$ cat src/hdl/wdt_map.svh
/*
  Timing counts, field positions and reset values for the windowed watchdog.
  Assumes inclusion by bare name from files under hdl/.
*/
`ifndef WDT_MAP_SVH
`define WDT_MAP_SVH

// Core clock and low-power oscillator figures
`define WDT_CLK_HZ           25000000
`define WDT_OSC_HZ           32000
// Low-power oscillator tick: core cycles per oscillator period, rounded down
`define WDT_OSC_DIV          (`WDT_CLK_HZ / `WDT_OSC_HZ)
// Prescaler ratios
`define WDT_PRE_SMALL        32
`define WDT_PRE_LARGE        128
// Base timeouts in microseconds; no check refers to them
`define WDT_BASE_SMALL_US    1000
`define WDT_BASE_LARGE_US    4000
// Configuration word field positions
`define WDT_CFG_POST_LSB     0
`define WDT_CFG_PRE_BIT      4
`define WDT_CFG_HWEN_BIT     5
`define WDT_CFG_WINDOW_DIS_BIT 6
// Reset values
`define WDT_RST_SWEN         1'b0
`define WDT_RST_FLAG         1'b0

`endif

$ cat src/hdl/wdt_pkg.sv
/*
  Types shared by the windowed watchdog files.
  Assumes the map header is compiled alongside.
*/
package wdt_pkg;

  // Static configuration word, as fused
  typedef struct packed {
    logic       window_disable;
    logic       hw_watchdog_enable;
    logic       prescale_select;
    logic [3:0] postscale_select;
  } wdt_config_word_type;

  // Core events that touch the watchdog
  typedef struct packed {
    logic watchdog_clear_instr;
    logic power_save_instr;
    logic power_save_is_idle;
    logic wake_other;
    logic clock_switch_done;
  } wdt_core_event_type;

  // Run state of the core as seen by the watchdog
  typedef enum logic [2:0] {
    WDT_RUN   = 3'b001,
    WDT_SLEEP = 3'b010,
    WDT_IDLE  = 3'b100
  } wdt_mode_type;

endpackage : wdt_pkg

$ cat src/hdl/wdt_top.sv
/*
  Windowed watchdog timer: prescaler, postscaler, enable logic, window check,
  sleep wake-up and sticky status flags.
  Assumes core events arrive as one-cycle pulses on clk_in; the oscillator is
  modelled by a tick derived from clk_in, so no second domain exists.
*/
`include "wdt_map.svh"
module wdt_top (
  input  wire logic                        clk_in,
  input  wire logic                        rst_in,
  input  wire logic                        ce_in,
  input  wire wdt_pkg::wdt_config_word_type cfg_in,
  input  wire wdt_pkg::wdt_core_event_type  evt_in,
  input  wire logic                        sw_enable_set_in,
  input  wire logic                        sw_enable_clr_in,
  input  wire logic                        flag_clr_in,
  input  wire logic                        sleep_clr_in,
  input  wire logic                        idle_clr_in,
  output logic                             sw_watchdog_enable_out,
  output logic                             timeout_flag_out,
  output logic                             sleep_flag_out,
  output logic                             idle_flag_out,
  output logic                             osc_on_out,
  output logic                             wake_out,
  output logic                             device_reset_out,
  output logic [1:0]                       mode_out
);
  import wdt_pkg::*;

  logic        tick;
  logic        enabled;
  logic        scaler_clear;
  logic        pre_done;
  logic        post_done;
  logic        early_clear;
  logic [21:0] elapsed_span;
  logic [21:0] full_span;
  logic [6:0]  pre_ff;
  logic [14:0] post_ff;
  logic        sw_en_ff;
  wdt_mode_type mode_ff;
  wdt_mode_type nxt_mode;

  // Prescale terminal count from the select bit
  function automatic logic [6:0] pre_last(input logic sel);
    pre_last = sel ? 7'(`WDT_PRE_LARGE - 1) : 7'(`WDT_PRE_SMALL - 1);
  endfunction : pre_last

  // Postscale terminal count: 2^sel - 1
  function automatic logic [14:0] post_last(input logic [3:0] sel);
    post_last = 15'((16'h0001 << sel) - 16'h0001);
  endfunction : post_last

  // Count in oscillator ticks; the short prescaler only uses its low five bits,
  // so the window stays a true quarter of the period at every postscale
  function automatic logic [21:0] span_of(input logic        sel,
                                          input logic [14:0] post,
                                          input logic [6:0]  pre);
    span_of = sel ? {post, pre} : {2'b00, post, pre[4:0]};
  endfunction : span_of

  // Oscillator runs whenever the watchdog is enabled
  assign enabled = cfg_in.hw_watchdog_enable || sw_en_ff;

  wdt_tick_gen u_tick (
    .clk_in    (clk_in),
    .rst_in    (rst_in),
    .ce_in     (ce_in),
    .osc_on_in (enabled),
    .tick_out  (tick)
  );

  // Every clearing source; the clear instruction only in run, another wake only in rest; a timeout restarts the count too
  assign scaler_clear = evt_in.clock_switch_done
                     || evt_in.power_save_instr
                     || (mode_ff != WDT_RUN && (evt_in.wake_other || post_done))
                     || (mode_ff == WDT_RUN && evt_in.watchdog_clear_instr)
                     || !enabled
                     || (mode_ff == WDT_RUN && post_done);

  assign pre_done  = tick && (pre_ff == pre_last(cfg_in.prescale_select));
  assign post_done = pre_done && (post_ff == post_last(cfg_in.postscale_select));

  // Elapsed and full counts on one scale for either prescaler size
  assign elapsed_span = span_of(cfg_in.prescale_select, post_ff, pre_ff);
  assign full_span    = span_of(cfg_in.prescale_select, post_last(cfg_in.postscale_select),
                                pre_last(cfg_in.prescale_select));

  // Window: a clear before three quarters of the period is too early; four times
  // the elapsed count fits 24 bits, so neither side of the compare wraps
  assign early_clear = !cfg_in.window_disable && mode_ff == WDT_RUN
                    && evt_in.watchdog_clear_instr && enabled
                    && ({elapsed_span, 2'b00}
                        < ({2'b00, full_span} * 24'h000003) + 24'h000003);

  // Prescaler counter
  always_ff @(posedge clk_in) begin
    if (rst_in) begin
      pre_ff <= 7'h00;
    end else if (ce_in) begin
      if (scaler_clear || pre_done) begin
        pre_ff <= 7'h00;
      end else if (tick) begin
        pre_ff <= pre_ff + 7'h01;
      end
    end
  end

  // Postscaler counter
  always_ff @(posedge clk_in) begin
    if (rst_in) begin
      post_ff <= 15'h0000;
    end else if (ce_in) begin
      if (scaler_clear) begin
        post_ff <= 15'h0000;
      end else if (pre_done) begin
        post_ff <= post_ff + 15'h0001;
      end
    end
  end

  // Software enable, cleared by reset; set wins over clear
  always_ff @(posedge clk_in) begin
    if (rst_in) begin
      sw_en_ff <= `WDT_RST_SWEN;
    end else if (ce_in) begin
      if (sw_enable_set_in) begin
        sw_en_ff <= 1'b1;
      end else if (sw_enable_clr_in) begin
        sw_en_ff <= 1'b0;
      end
    end
  end

  // Core mode tracking
  always_comb begin
    nxt_mode = mode_ff;
    case (mode_ff)
      WDT_RUN: begin
        if (evt_in.power_save_instr) begin
          nxt_mode = evt_in.power_save_is_idle ? WDT_IDLE : WDT_SLEEP;
        end
      end
      WDT_SLEEP, WDT_IDLE: begin
        if (post_done || evt_in.wake_other) begin
          nxt_mode = WDT_RUN;
        end
      end
      default: nxt_mode = WDT_RUN;
    endcase
  end

  always_ff @(posedge clk_in) begin
    if (rst_in) begin
      mode_ff <= WDT_RUN;
    end else if (ce_in) begin
      mode_ff <= nxt_mode;
    end
  end

  // Timeout flag is sticky; a reset-causing event keeps it across rst_in
  // because the flag sits in the always-on reset-status domain
  always_ff @(posedge clk_in) begin
    if (ce_in) begin
      if (mode_ff == WDT_RUN && (post_done || early_clear)) begin
        timeout_flag_out <= 1'b1;
      end else if (flag_clr_in) begin
        timeout_flag_out <= 1'b0;
      end
    end
  end

  // Sleep and idle status bits: hardware sets on entry, software or rst_in clears
  always_ff @(posedge clk_in) begin
    if (rst_in) begin
      sleep_flag_out <= 1'b0;
      idle_flag_out  <= 1'b0;
    end else if (ce_in) begin
      if (mode_ff == WDT_RUN && nxt_mode == WDT_SLEEP) begin
        sleep_flag_out <= 1'b1;
      end else if (sleep_clr_in) begin
        sleep_flag_out <= 1'b0;
      end
      if (mode_ff == WDT_RUN && nxt_mode == WDT_IDLE) begin
        idle_flag_out <= 1'b1;
      end else if (idle_clr_in) begin
        idle_flag_out <= 1'b0;
      end
    end
  end

  // Registered outputs: reset and wake pulses, oscillator enable, mode
  always_ff @(posedge clk_in) begin
    if (rst_in) begin
      wake_out               <= 1'b0;
      device_reset_out       <= 1'b0;
      osc_on_out             <= 1'b0;
      sw_watchdog_enable_out <= 1'b0;
      mode_out               <= 2'h0;
    end else if (ce_in) begin
      wake_out               <= (mode_ff != WDT_RUN) && post_done;
      device_reset_out       <= (mode_ff == WDT_RUN) && (post_done || early_clear);
      osc_on_out             <= enabled;
      sw_watchdog_enable_out <= sw_en_ff;
      mode_out               <= {mode_ff == WDT_IDLE, mode_ff == WDT_SLEEP};
    end
  end
endmodule : wdt_top

$ cat src/hdl/wdt_tick_gen.sv
/*
  Low-power oscillator model: makes a one-cycle tick at the nominal oscillator
  rate while enabled. Assumes one core clock and a synchronous reset.
*/
`include "wdt_map.svh"
module wdt_tick_gen (
  input  wire logic clk_in,
  input  wire logic rst_in,
  input  wire logic ce_in,
  input  wire logic osc_on_in,
  output logic      tick_out
);
  import wdt_pkg::*;

  localparam int unsigned DIV = `WDT_OSC_DIV;
  logic [9:0] cnt_ff;

  // Divider halts and resets when the oscillator is off to save power
  always_ff @(posedge clk_in) begin
    if (rst_in || (ce_in && !osc_on_in)) begin
      cnt_ff   <= 10'h000;
      tick_out <= 1'b0;
    end else if (ce_in) begin
      tick_out <= (cnt_ff == 10'(DIV - 1));
      cnt_ff   <= (cnt_ff == 10'(DIV - 1)) ? 10'h000 : cnt_ff + 10'h001;
    end
  end

endmodule : wdt_tick_gen

$ cat config.mk
export PLATFORM = sky130hd
export DESIGN_NAME = wdt_top
export DESIGN_NICKNAME = d
export VERILOG_FILES = /design/src/hdl/wdt_pkg.sv /design/src/hdl/wdt_top.sv /design/src/hdl/wdt_tick_gen.sv
export VERILOG_INCLUDE_DIRS = /design/src /design/src/hdl
export SDC_FILE = /design/constraint.sdc
export NUM_CORES = 1
export LEC_CHECK = 0
export ABC_CLOCK_PERIOD_IN_PS = 6820
export BUFFER_PORTS_ARGS = -buffer_cell sky130_fd_sc_hd__buf_4
export CAP_MARGIN = 0
export CORE_UTILIZATION = 28
export CTS_CLUSTER_SIZE = 28
export DETAILED_ROUTE_END_ITERATION = 7
export GPL_TIMING_DRIVEN = 0
export PLACE_DENSITY = 0.54
export SYNTH_ARGS = -nofsm -noshare
export SYNTH_HDL_FRONTEND = slang
export SYNTH_SLANG_ARGS = --single-unit
$ cat constraint.sdc
create_clock -name clk_in -period 6.82 [get_ports clk_in]
set_input_delay 0.682 -clock clk_in [delete_from_list [all_inputs] [get_ports clk_in]]
set_output_delay 0.682 -clock clk_in [all_outputs]
set_load 0.01 [all_outputs]
After elaboration in Yosys (flattened, before gate mapping)
Cells that the tools add are included.
- register bits: 46
- input bits: 20
- equality and inequality tests: 9
- $lt $le $gt $ge: 1
- reductions and logical operators: 39
- add/sub/neg operators: 5
- mux-type cells: 19
- $mul: 1
- shift-type cells: 1
- operators by type and width (kind ; number):
    $mux 22 ; 2
    $mux 15 ; 2
    $add 24x2->24 const B ; 1
    $lt 24x24->1 ; 1
    $mul 22x2->24 const B ; 1
    $mux 7 ; 3
    $add 15x1->15 const B ; 1
    $eq 15x15->1 ; 1
    $shl 1x4->15 const A ; 1
    $sub 15x1->15 const B ; 1
    $logic_and 1x1->1 ; 14
    $reduce_and 2->1 ; 6
    $reduce_bool 2->1 ; 6
    $add 10x1->10 const B ; 1
    $eq 10x10->1 const B ; 1
    $logic_or 1x1->1 ; 10
    $mux 10 ; 1
    $mux 3 ; 3
    $add 7x1->7 const B ; 1
    $eq 7x7->1 ; 1
    $mux 1 ; 7
    $eq 3x2->1 const B ; 2
    $eq 3x3->1 const B ; 2
    $pmux 3 s2 ; 1
    4 further kinds ; 5

Logic depth before layout (Yosys ltp)
Gate-level depths: netlist of run 1.
- depth after elaboration: 13
- depth in mapped cells: 31
- depth with buffers taken out: 25

Cells and area by module
Synthesis of run 1 repeated with hierarchy kept, for this count alone.
- cells, all modules: 633
- area total of the unflattened synthesis: 5007.3 um2
- modules (own cells, without submodules) (module ; instances ; sequential area each (um2) ; area an instance (um2) ; cells each):
    wdt_top ; 1 ; 710.7 ; 4448.0 ; 574
    wdt_tick_gen ; 1 ; 220.2 ; 559.3 ; 59

Least setup slack after synthesis of run 1
Ideal clock, no wire load.
- path type: input to register
- start: input cfg_in[1] in the netlist's numbering
- end: register timeout_flag_out, enable pin
- arrival time: 5.904 ns
- path slack: 0.625 ns
- buffers on the path: 6
- stages on the path: 27
- cell sequence: buf_2 -> buf_2 -> buf_1 -> nor2_1 -> nand3_1 -> ha_1 -> buf_6 -> clkbuf_1 -> buf_1 -> nor2b_1 -> a22oi_1 -> o22a_1 -> ha_1 -> ha_1 -> inv_1 -> o21ai_0 -> a21oi_1 -> a21o_1 -> a31o_2 -> o311a_1 -> ha_1 -> a21o_1 -> a21o_1 -> a221oi_1 -> o221ai_1 -> o21ai_1 -> o21a_1
- longest elaborated chain between the ends: 11
- ends and longest elaborated chain (element ; line ; RTL):
    start, declared ; wdt_top.sv:12 ; input wire wdt_pkg::wdt_config_word_type cfg_in,
    $shl 1x4->15 * ; wdt_top.sv:51 ; post_last = 15'((16'h0001 << sel) - 16'h0001);
    $sub 15x1->15 * ; wdt_top.sv:51 ;
    $mux 22 ; wdt_top.sv:59 ; span_of = sel ? {post, pre} : {2'b00, post, pre[4:0]};
    $mul 22x2->24 ; wdt_top.sv:94 ; < ({2'b00, full_span} * 24'h000003) + 24'h000003);
    $add 24x2->24 ; wdt_top.sv:94 ;
    $lt 24x24->1 ; wdt_top.sv:94 ;
    $logic_and 1x1->1 ; wdt_top.sv:93 ; && ({elapsed_span, 2'b00}
    $logic_or 1x1->1 * ; wdt_top.sv:165 ; if (mode_ff == WDT_RUN && (post_done || early_clear)) begin
    $logic_and 1x1->1 * ; wdt_top.sv:165 ;
    $reduce_bool 2->1 (no line) * ; - ;
    $reduce_and 2->1 (no line) * ; - ;
    end signal, assigned ; wdt_top.sv:166 ; timeout_flag_out <= 1'b1;
    end signal, assigned ; wdt_top.sv:168 ; timeout_flag_out <= 1'b0;
    end, declared ; wdt_top.sv:20 ; output logic timeout_flag_out,
Every way passes the cells marked *; elsewhere a longest branch is shown, timed or not.
A chain may end at the register's enable or synchronous reset.

Worst setup path in the final report of run 1
- start: input cfg_in[3] in the netlist's numbering
- end: register timeout_flag_out, enable pin
The elaborated chain is that of the path after synthesis.

==> results of run 1 <==
-- through the flow --
step	utilization, %	hold slack (ps)	total power, mW
2_1_floorplan	-	472.2	0.5279
4_1_cts	32.83	467.5	0.9136
6_report	32.89	462.8	0.9087
3_5_place_dp	31.74	457.4	0.6079
5_1_grt	32.89	485.8	0.9718
3_3_place_gp	31.74	453.9	0.6079
-- synth_stat cells, types with 14 or more instances --
cell / number
nand4_1: 16
nand3_1: 27
dfxtp_1: 45
nor2_1: 86
o21ai_0: 31
a21o_1: 16
a21oi_1: 50
nand2_1: 54
xor2_1: 32
ha_1: 57
inv_1: 27
mux2_2: 14
clkbuf_1: 21
xnor2_1: 14
-- worst max-delay path by stage --
stage	startpoint	end	slack (ps)	depth (start not counted)
2_1_floorplan	cfg_in[1]	timeout_flag_out$_SDFFCE_PP1P_	620	27
3_3_place_gp	cfg_in[1]	timeout_flag_out$_SDFFCE_PP1P_	-860	27
3_5_place_dp	cfg_in[1]	timeout_flag_out$_SDFFCE_PP1P_	-890	27
4_1_cts	cfg_in[1]	timeout_flag_out$_SDFFCE_PP1P_	20	26
5_1_grt	cfg_in[1]	timeout_flag_out$_SDFFCE_PP1P_	40	24
6_report	cfg_in[3]	timeout_flag_out$_SDFFCE_PP1P_	490	26
-- repair_timing --
item                       4_1_cts  5_1_grt
resized for setup                2        3
setup endpoints to repair        3        3
buffers inserted                 0        0
-- area by class of cell --
cell class | instances | area, um2 | share of cell area (%)
multi-input cells | 539 | 3684 | 66.59
flip-flops and latches | 46 | 930.9 | 16.83
well taps | 220 | 275.3 | 4.976
repair buffers | 24 | 180.2 | 3.257
plain buffers | 36 | 167.7 | 3.031
clock buffers | 6 | 150.1 | 2.714
inverters | 28 | 105.1 | 1.900
clock inverters | 2 | 38.79 | 0.7012
-- worst max-delay path: stages --
cell      delay, ps
buf_4           120
buf_2           170
buf_6           160
nor2_1          180
nand3_1         280
ha_1            350
buf_6           180
buf_2           190
mux2_2          280
a32oi_1         200
o21ai_2         120
ha_1            300
ha_1            370
a21oi_1         250
o21ai_0         230
a311oi_2        340
nor2_1          120
a31oi_1         200
xor2_1          260
ha_1            300
nand4_1         120
nor2_1           70
a221oi_1        290
o221ai_1        200
o21ai_1         190
o21a_1          150
-- power by group --
part | total [mW] | internal [mW] | switching, mW
logic | 0.324 | 0.133 | 0.191
clock network | 0.305 | 0.196 | 0.109
registers | 0.279 | 0.274 | 0.00510
-- kinds of logic after synthesis --
kind of cell,share of synthesized area [%]
flops,19.06
compound gates,22.14
buf+inv,5.790
simple gates,25.90
xor+xnor,8.250
fa+ha+maj,14.60
mux,4.253
-- flip-flops by register name, summed over array words and instances (netlist names) --
name / cells
sw_watchdog_enable_out: 1
pre_ff: 7
mode_ff: 3
u_tick.tick_out: 1
idle_flag_out: 1
sw_en_ff: 1
mode_out: 2
device_reset_out: 1
wake_out: 1
sleep_flag_out: 1
timeout_flag_out: 1
u_tick.cnt_ff: 10
osc_on_out: 1
post_ff: 15
-- layer usage --
layer  part of all wire (%)  track usage [%]  vias up  routed length [um]
met5                      0                0        -                   0
met4                    1.1            2.871        0                 148
met3                    3.7            1.814        9                 486
met2                     44            23.75       93                5750
met1                     51            21.94     2135                6663
li1                       -                -     2393                   -
==> qor.yml, run 1 <==
status: "completed"
reg2reg_from: "pre_ff[6]$_SDFFE_PP0P_"
drive_gt1_share_pct: 11.31
cts_max_path_buffers: 2
mostFrequentLayoutCells: "nor2_1, ha_1, nand2_1"
worstMarginPinSlew_ps: 883.7
num_io_pins: 29
vias_per_cell: 5.139
final_cells: 901
fin_area_mm2: 0.005532
critPathCaptureType: "register"
reg2reg_slack_ps: 4070
netlist.top_cell.by_area: "dfxtp_1"
crit_fanout: 19
hold_buffers: 0
grt_pass1_wl_um: 21990
die_area_mm2: 0.01797
powerDensity_mw_per_mm2: 164.3
antennaDiodeCount: 0
n_fill_cell: 1875
via_count: 4630
grt_max_degree: 20
fp-row-count: 47
finalWirelength_um: 13050
placed_area_mm2: 0.005339
port-buffer-count: 24
placed_cells: 896
synth_edf_count: 1
die_w_um: 134.1
drtIter0Drc: 290
hold_viol: 0
yosysSeqAreaShare_pct: 19.06
synthFlopType: "dfxtp_1"
drc: 0
avgSynthCellArea_um2: 7.490
cts_max_level: 2
critPathLaunchType: "input pin"
ys_ff_latch: 46
grt_pass1_vias: 4294
dieHeight_um: 134.1
max_clock_freq_mhz: 157.9
setup_tns_ps: 0
synth.net_count: 729
cts_made_buffers: 5
design.core.area_mm2: 0.01682
critPathArrivalTime_ps: 6350
antenna_left: 0
grt_usage_pct: 15.06
slew_violations: 0
async_flop_share_pct: 0
antenna_found_initial: 0
p_leak_nw: 2.350
clk_latency_ps: 290
hold_path.class: "register to register"
cts_tree: "done"
ir_drop_mv: 0.1083
hold_path_startpoint: "idle_flag_out$_SDFFE_PP0P_"
ys_types: 69
syn_area_mm2: 0.004883
slew_headroom_pct: 40.54
dp_hpwl_um: 10250
path_clk_slew_ps: 70
synth_top_cell_area_share_pct: 18.45
clock-sinks: 46
fin_ws_ps: 485.5
setup_violations: 0
root_buffer: "clkbuf_16"
crit_type: "input pin to register"
reg2reg_to: "timeout_flag_out$_SDFFCE_PP1P_"
routedWlPerCell_um: 14.48
grt-ovfl-total: 0
firstDrtPassIters: 5
grt_setup_unrepaired: "no"
yosysWarnings: 0
pre_cts_ws_ps: -891.4
finClkSkew_ps: 4.990
hold_depth: 2
nets: 757
reg2regPathDepth: 7
gp_congestion: 0.8642
cap_violations: 0
area_growth_pct: 13.27
synthTopCellsByArea: "dfxtp_1, ha_1, nor2_1, xor2_1, a21oi_1"
period_minus_slack_ps: 6335
initial_core_util_pct: 29.04
cp.required_ps: 6830
syn_inst: 652
fin_crit_sh_pct: 92.88
hold_end: "idle_flag_out$_SDFFE_PP0P_"
final_common_cell: "nor2_1"
Note: power is estimated with default switching activity, not from simulation.
==> run 2: changes to the inputs <==
--- a/config.mk
+++ b/config.mk
@@ -9,11 +9,11 @@
 export ABC_CLOCK_PERIOD_IN_PS = 6820
 export BUFFER_PORTS_ARGS = -buffer_cell sky130_fd_sc_hd__buf_4
 export CAP_MARGIN = 0
-export CORE_UTILIZATION = 28
+export CORE_UTILIZATION = 40
 export CTS_CLUSTER_SIZE = 28
 export DETAILED_ROUTE_END_ITERATION = 7
 export GPL_TIMING_DRIVEN = 0
-export PLACE_DENSITY = 0.54
+export PLACE_DENSITY = 0.67
 export SYNTH_ARGS = -nofsm -noshare
 export SYNTH_HDL_FRONTEND = slang
 export SYNTH_SLANG_ARGS = --single-unit
==> run 2 against run 1 <==
Register-to-register slack barely moved. Via count rose by 3.2%. Count of clock-buffer cells in the layout rose by 1. Setup slack got worse by 100 ps. Die area fell by 30%. Global-route usage rose by 5.9 points. Hold slack barely moved. Clock skew rose by 1.3 ps. Non-clock buffer count did not move. Critical path type unchanged. Critical endpoint unchanged.
==> qor.yml, run 2 (synthesized netlist as in run 1, its figures left out) <==
drtIter0Drc: 369  # +27%
final_cells: 824  # -8.5%
area_growth_pct: 10.38
root_buffer: "clkbuf_16"
period_minus_slack_ps: 6435  # +100.5 ps
slew_violations: 0  # unchanged
vias_per_cell: 5.801  # +13%
fp-row-count: 39  # -17%
die_w_um: 112.5  # -16%
status: "completed"
cts_tree: "done"
reg_top3: "post_ff (15), u_tick.cnt_ff (10), pre_ff (7)"
holdWs_ps: 462.7  # -0.06800 ps
crit_type: "input pin to register"
initial_core_util_pct: 41.87  # +13 points
cp-endpoint: "timeout_flag_out$_SDFFCE_PP1P_"
antenna_found_initial: 0  # unchanged
port-buffer-count: 24  # unchanged
grt_max_degree: 20  # unchanged
dieHeight_um: 112.5  # -16%
hold_path.class: "register to register"
multi_input_area_mm2: 0.003674  # -0.27%
worstMarginPinSlew_ps: 849.4  # -34.30 ps
grt_usage_pct: 20.94  # +5.9 points
drive_gt1_share_pct: 11.16  # -0.15 points
num_io_pins: 29  # unchanged
ir_drop_mv: 0.1316  # +21%
cts_setup_buffers: 0  # unchanged
reg2reg_to: "timeout_flag_out$_SDFFCE_PP1P_"
crit_fanout: 19  # unchanged
reg2reg_from: "pre_ff[6]$_SDFFE_PP0P_"
reg2reg_slack_ps: 4060  # about the same
dp_hpwl_um: 10220  # -0.25%
via_count: 4780  # +3.2%
final_common_cell: "nor2_1"
setup_tns_ps: 0  # unchanged
largest_reg_flops: 15  # unchanged
crit_start: "cfg_in[3]"
cap_violations: 0  # unchanged
hold_viol: 0  # unchanged
p_leak_nw: 2.337  # -0.57%
critPathLaunchType: "input pin"
gp_congestion: 0.9336  # +8.0%
grt-ovfl-total: 0  # unchanged
firstDrtPassIters: 5  # unchanged
mostFrequentLayoutCells: "nor2_1, ha_1, nand2_1"
powerDensity_mw_per_mm2: 158.9  # -3.3%
setup_violations: 0  # unchanged
path_clk_slew_ps: 60  # about the same
grt_pass1_vias: 4448  # +3.6%
top_register: "post_ff"
nets: 757  # unchanged
finClkSkew_ps: 6.314  # +1.323 ps
hold_buffers: 0  # unchanged
cp.required_ps: 6830  # about the same
finalWirelength_um: 12800  # -1.9%
critPathArrivalTime_ps: 6440  # +90 ps
grt_pass1_wl_um: 21660  # -1.5%
clock-sinks: 46  # unchanged
placed_cells: 819  # -8.6%
drc: 0  # unchanged
fin_crit_sh_pct: 94.36  # +1.5 points
design.core.area_mm2: 0.01166  # -31%
critPathCaptureType: "register"
grt_setup_unrepaired: "no"
antennaDiodeCount: 0  # unchanged
clk_latency_ps: 290  # about the same
cts_max_path_buffers: 2  # unchanged
n_fill_cell: 1164  # -38%
register_area_um2: 930.9  # unchanged
antenna_left: 0  # unchanged
max_clock_freq_mhz: 155.4  # -1.6%
routedWlPerCell_um: 15.54  # +7.3%
slew_headroom_pct: 42.85  # +2.3 points
cts_max_level: 2  # unchanged
die_area_mm2: 0.01265  # -30%
fin_util_pct: 46.22  # +13 points
cts_made_buffers: 5  # unchanged
reg2regPathDepth: 7  # unchanged
==> run 2: cell types whose count changed in the layout (fill, tap and decap cells not counted), sizes merged <==
cell / before / now
inv: 27 / 28
bufinv: 1 / 0
clkbuf: 25 / 27
clkinv: 2 / 1
buf: 41 / 40
==> run 2: through the flow <==
stage	total power, mW	area [um2]	setup WS, ps
final	0.8565	5390	385.0
after global routing	0.9166	5390	15.42
after CTS	0.8610	5386	193.4
after detailed placement	0.6078	5243	-713.8
after global placement	0.5989	5243	-634.3
after floorplan	0.5279	4883	624.8
==> run 2: timing repair <==
item,4_1_cts,5_1_grt
pin swaps,0,0
gates resized for setup,0,9
setup endpoints to repair,3,3
==> run 2: metal layers <==
metal	vias to the layer above	global-route usage, %	part of all wire (%)
met5	-	0	0
met4	0	5.244	1.6
met3	14	3.078	5.0
met2	128	35.07	47
met1	2239	28.18	46
li1	2399	-	-
==> run 2: worst min-delay path by stage <==
stage | cells after the start | endpoint | slack (ps) | start
detailed placement | 1 | osc_on_out$_SDFFE_PP0P_ | 450 | osc_on_out$_SDFFE_PP0P_
global route | 1 | osc_on_out$_SDFFE_PP0P_ | 480 | osc_on_out$_SDFFE_PP0P_
finish | 1 | osc_on_out$_SDFFE_PP0P_ | 460 | osc_on_out$_SDFFE_PP0P_
global placement | 1 | osc_on_out$_SDFFE_PP0P_ | 440 | osc_on_out$_SDFFE_PP0P_
CTS | 1 | osc_on_out$_SDFFE_PP0P_ | 460 | osc_on_out$_SDFFE_PP0P_
floorplan | 2 | u_tick.cnt_ff[3]$_SDFFE_PP0P_ | 470 | u_tick.cnt_ff[3]$_SDFFE_PP0P_
==> run 2: cell type report <==
cell class                 count  area share, %
timing repair buffer          24          3.343
tap                          143          3.319
clock buffer                   7          2.646
multi-input combinational    539          68.15
clock inverter                 1         0.1625
sequential                    46          17.27
buffer                        36          3.157
inverter                      28          1.950
==> run 2: power breakdown <==
group | internal (mW) | leakage (nW) | switching (mW)
Clock | 0.147 | 0.0745 | 0.103
Sequential | 0.274 | 0.374 | 0.00478
Combinational | 0.133 | 1.89 | 0.194
==> run 2: critical path, cell delays in order <==
cell and delay (ps):
buf_4 120, buf_2 170, buf_6 150, nor2_1 200
nand3_1 250, ha_1 340, buf_6 180, clkbuf_2 200
mux2_2 290, a32oi_1 180, o21ai_1 120, ha_1 310
ha_1 380, a21oi_1 270, o21ai_0 210, a311oi_1 420
nor2_1 140, a31oi_1 210, xor2_1 250, ha_1 280
nand4_1 120, nor2_1 80, a221oi_1 330, o221ai_1 220
o21ai_1 180, o21a_1 150
==> run 3: changes to the inputs <==
--- a/config.mk
+++ b/config.mk
@@ -14,6 +14,7 @@
 export DETAILED_ROUTE_END_ITERATION = 7
 export GPL_TIMING_DRIVEN = 0
 export PLACE_DENSITY = 0.67
+export RECOVER_POWER = 100
 export SYNTH_ARGS = -nofsm -noshare
 export SYNTH_HDL_FRONTEND = slang
 export SYNTH_SLANG_ARGS = --single-unit
==> run 3 against run 2 <==
Sequential cell count stayed put. Cell count unchanged. Die area unchanged. Via count increased by 0.56%. Non-clock buffer count unchanged. Utilization is 0.42 points lower. Hold slack worse by 1.8 ps. Sequential share of layout area is 0.16 points higher. Critical path depth unchanged. Routed wire length is essentially flat. Combinational power is essentially flat.
==> qor.yml, run 3 (synthesized netlist as in run 1, its figures left out) <==
status: "completed"
slowest_delay_ps: 430  # about the same
powerDensity_mw_per_mm2: 160.2  # +0.83%
clock-sinks: 46  # unchanged
period_minus_slack_ps: 6434  # -1.148 ps
root_buffer: "clkbuf_16"
ir_drop_mv: 0.1319  # +0.25%
hold_viol: 0  # unchanged
crit_path_frequent_cell: "ha_1"
nets: 757  # unchanged
cts_max_path_buffers: 2  # unchanged
antennaDiodeCount: 0  # unchanged
path_clk_slew_ps: 60  # about the same
fin_ws_ps: 386.1  # +1.148 ps
p_sw_uw: 303.0  # +0.35%
num_io_pins: 29  # unchanged
dp_hpwl_um: 10220  # unchanged
fin_util_pct: 45.80  # -0.42 points
n_fill_cell: 1178  # +1.2%
slew_headroom_pct: 42.97  # +0.12 points
drtIter0Drc: 367  # -0.54%
area_growth_pct: 9.377
drive_gt1_share_pct: 9.251  # -1.9 points
crit_start: "cfg_in[3]"
intPower_uw: 552.8  # -0.31%
critPathCaptureType: "register"
design.core.area_mm2: 0.01166  # unchanged
cap_violations: 0  # unchanged
grt-ovfl-total: 0  # unchanged
cp.required_ps: 6830  # about the same
reg_top3: "post_ff (15), u_tick.cnt_ff (10), pre_ff (7)"
total_power_uw: 855.8  # about the same
cp-endpoint: "timeout_flag_out$_SDFFCE_PP1P_"
final_common_cell: "nor2_1"
hold_path.class: "register to register"
reg2reg_to: "post_ff[6]$_SDFFE_PP0P_"
critPathLaunchType: "input pin"
final_cells: 824  # unchanged
finClkSkew_ps: 5.051  # -1.262 ps
fin_crit_sh_pct: 94.34  # about the same
mostFrequentLayoutCells: "nor2_1, ha_1, nand2_1"
clk_latency_ps: 290  # about the same
placed_cells: 819  # unchanged
grt_usage_pct: 20.94  # unchanged
grt_max_degree: 20  # unchanged
hold_buffers: 0  # unchanged
crit_type: "input pin to register"
via_count: 4807  # +0.56%
firstDrtPassIters: 5  # unchanged
finalWirelength_um: 12820  # about the same
p_leak_nw: 2.293  # -1.9%
slew_violations: 0  # unchanged
antenna_found_initial: 0  # unchanged
die_area_mm2: 0.01265  # unchanged
port-buffer-count: 24  # unchanged
grt_pass1_vias: 4448  # unchanged
crit_fanout: 19  # unchanged
pre_cts_ws_ps: -713.8  # unchanged
max_clock_freq_mhz: 155.4  # about the same
cts_made_buffers: 5  # unchanged
top_register: "post_ff"
routedWlPerCell_um: 15.55  # about the same
largest_reg_flops: 15  # unchanged
pwr-share-clk_pct: 29.3  # about the same
cts_max_level: 2  # unchanged
die_w_um: 112.5  # unchanged
combPwrFrac_pct: 38.0  # -0.2 points
fp-row-count: 39  # unchanged
switching_share_pct: 35.40  # +0.15 points
grt_setup_unrepaired: "no"
setup_tns_ps: 0  # unchanged
cts_tree: "done"
worstMarginPinSlew_ps: 847.6  # -1.825 ps
critPathArrivalTime_ps: 6440  # about the same
grt_pass1_wl_um: 21660  # unchanged
vias_per_cell: 5.834  # +0.56%
setup_violations: 0  # unchanged
reg2regPathDepth: 8  # +1
cp_slowest_cell: "a311oi_1"
drc: 0  # unchanged
reg2reg_slack_ps: 3420  # -640 ps
gp_congestion: 0.9336  # unchanged
dieHeight_um: 112.5  # unchanged
seqPwrFrac_pct: 32.6  # about the same
antenna_left: 0  # unchanged
initial_core_util_pct: 41.87  # unchanged
reg2reg_from: "pre_ff[6]$_SDFFE_PP0P_"
[run 3: how the worst min path moves through the flow]
stage	from	end	depth (start not counted)
final	osc_on_out$_SDFFE_PP0P_	osc_on_out$_SDFFE_PP0P_	1
after global routing	osc_on_out$_SDFFE_PP0P_	osc_on_out$_SDFFE_PP0P_	1
after CTS	osc_on_out$_SDFFE_PP0P_	osc_on_out$_SDFFE_PP0P_	1
after detailed placement	osc_on_out$_SDFFE_PP0P_	osc_on_out$_SDFFE_PP0P_	1
after global placement	osc_on_out$_SDFFE_PP0P_	osc_on_out$_SDFFE_PP0P_	1
after floorplan	u_tick.cnt_ff[3]$_SDFFE_PP0P_	u_tick.cnt_ff[3]$_SDFFE_PP0P_	2
[run 3: layout make-up]
cell class              count  area, um2  share of cell area, %
multi-input cells         539       3664                  68.59
inverters                  28      105.1                  1.968
flip-flops and latches     46      930.9                  17.43
clock inverters             1      8.758                 0.1640
clock buffers               7      142.6                  2.670
plain buffers              36      168.9                  3.162
repair buffers             24      142.6                  2.670
well taps                 143      178.9                  3.350
[run 3: repair_timing]
action                                  CTS  global route
resized for setup                         0             9
endpoints found under the setup margin    3             3
setup buffers                             0             0
[run 3: per-stage QoR]
| step | area (um2) | hold WS, ps |
|---|---|---|
| global route | 5341 | 475.5 |
| detailed placement | 5243 | 446.2 |
| finish | 5341 | 460.9 |
| floorplan | 4883 | 472.2 |
| global placement | 5243 | 438.6 |
| CTS | 5386 | 461.3 |
[run 3: power by group through the flow]
stage / Clock [mW] / Sequential, mW / Combinational (mW)
after global routing: 0.271 / 0.280 / 0.364
after detailed placement: 0 / 0.285 / 0.323
final: 0.251 / 0.279 / 0.326
after floorplan: 0 / 0.285 / 0.243
after CTS: 0.258 / 0.279 / 0.324
after global placement: 0 / 0.285 / 0.314
[run 3: metal layers]
layer	vias to the layer above	share of wire [%]	GRT usage (%)
met5	-	0	0
met4	0	1.6	5.244
met3	14	5.1	3.078
met2	124	48	35.07
met1	2266	46	28.18
li1	2403	-	-
[run 3: critical path, delay by kind of cell]
| kind | cells | cell delay [ps] |
|---|---|---|
| mux | 1 | 290 |
| compound gates | 10 | 2300 |
| fa+ha+maj | 4 | 1310 |
| xor+xnor | 1 | 250 |
| simple gates | 5 | 790 |
| buf+inv | 5 | 820 |
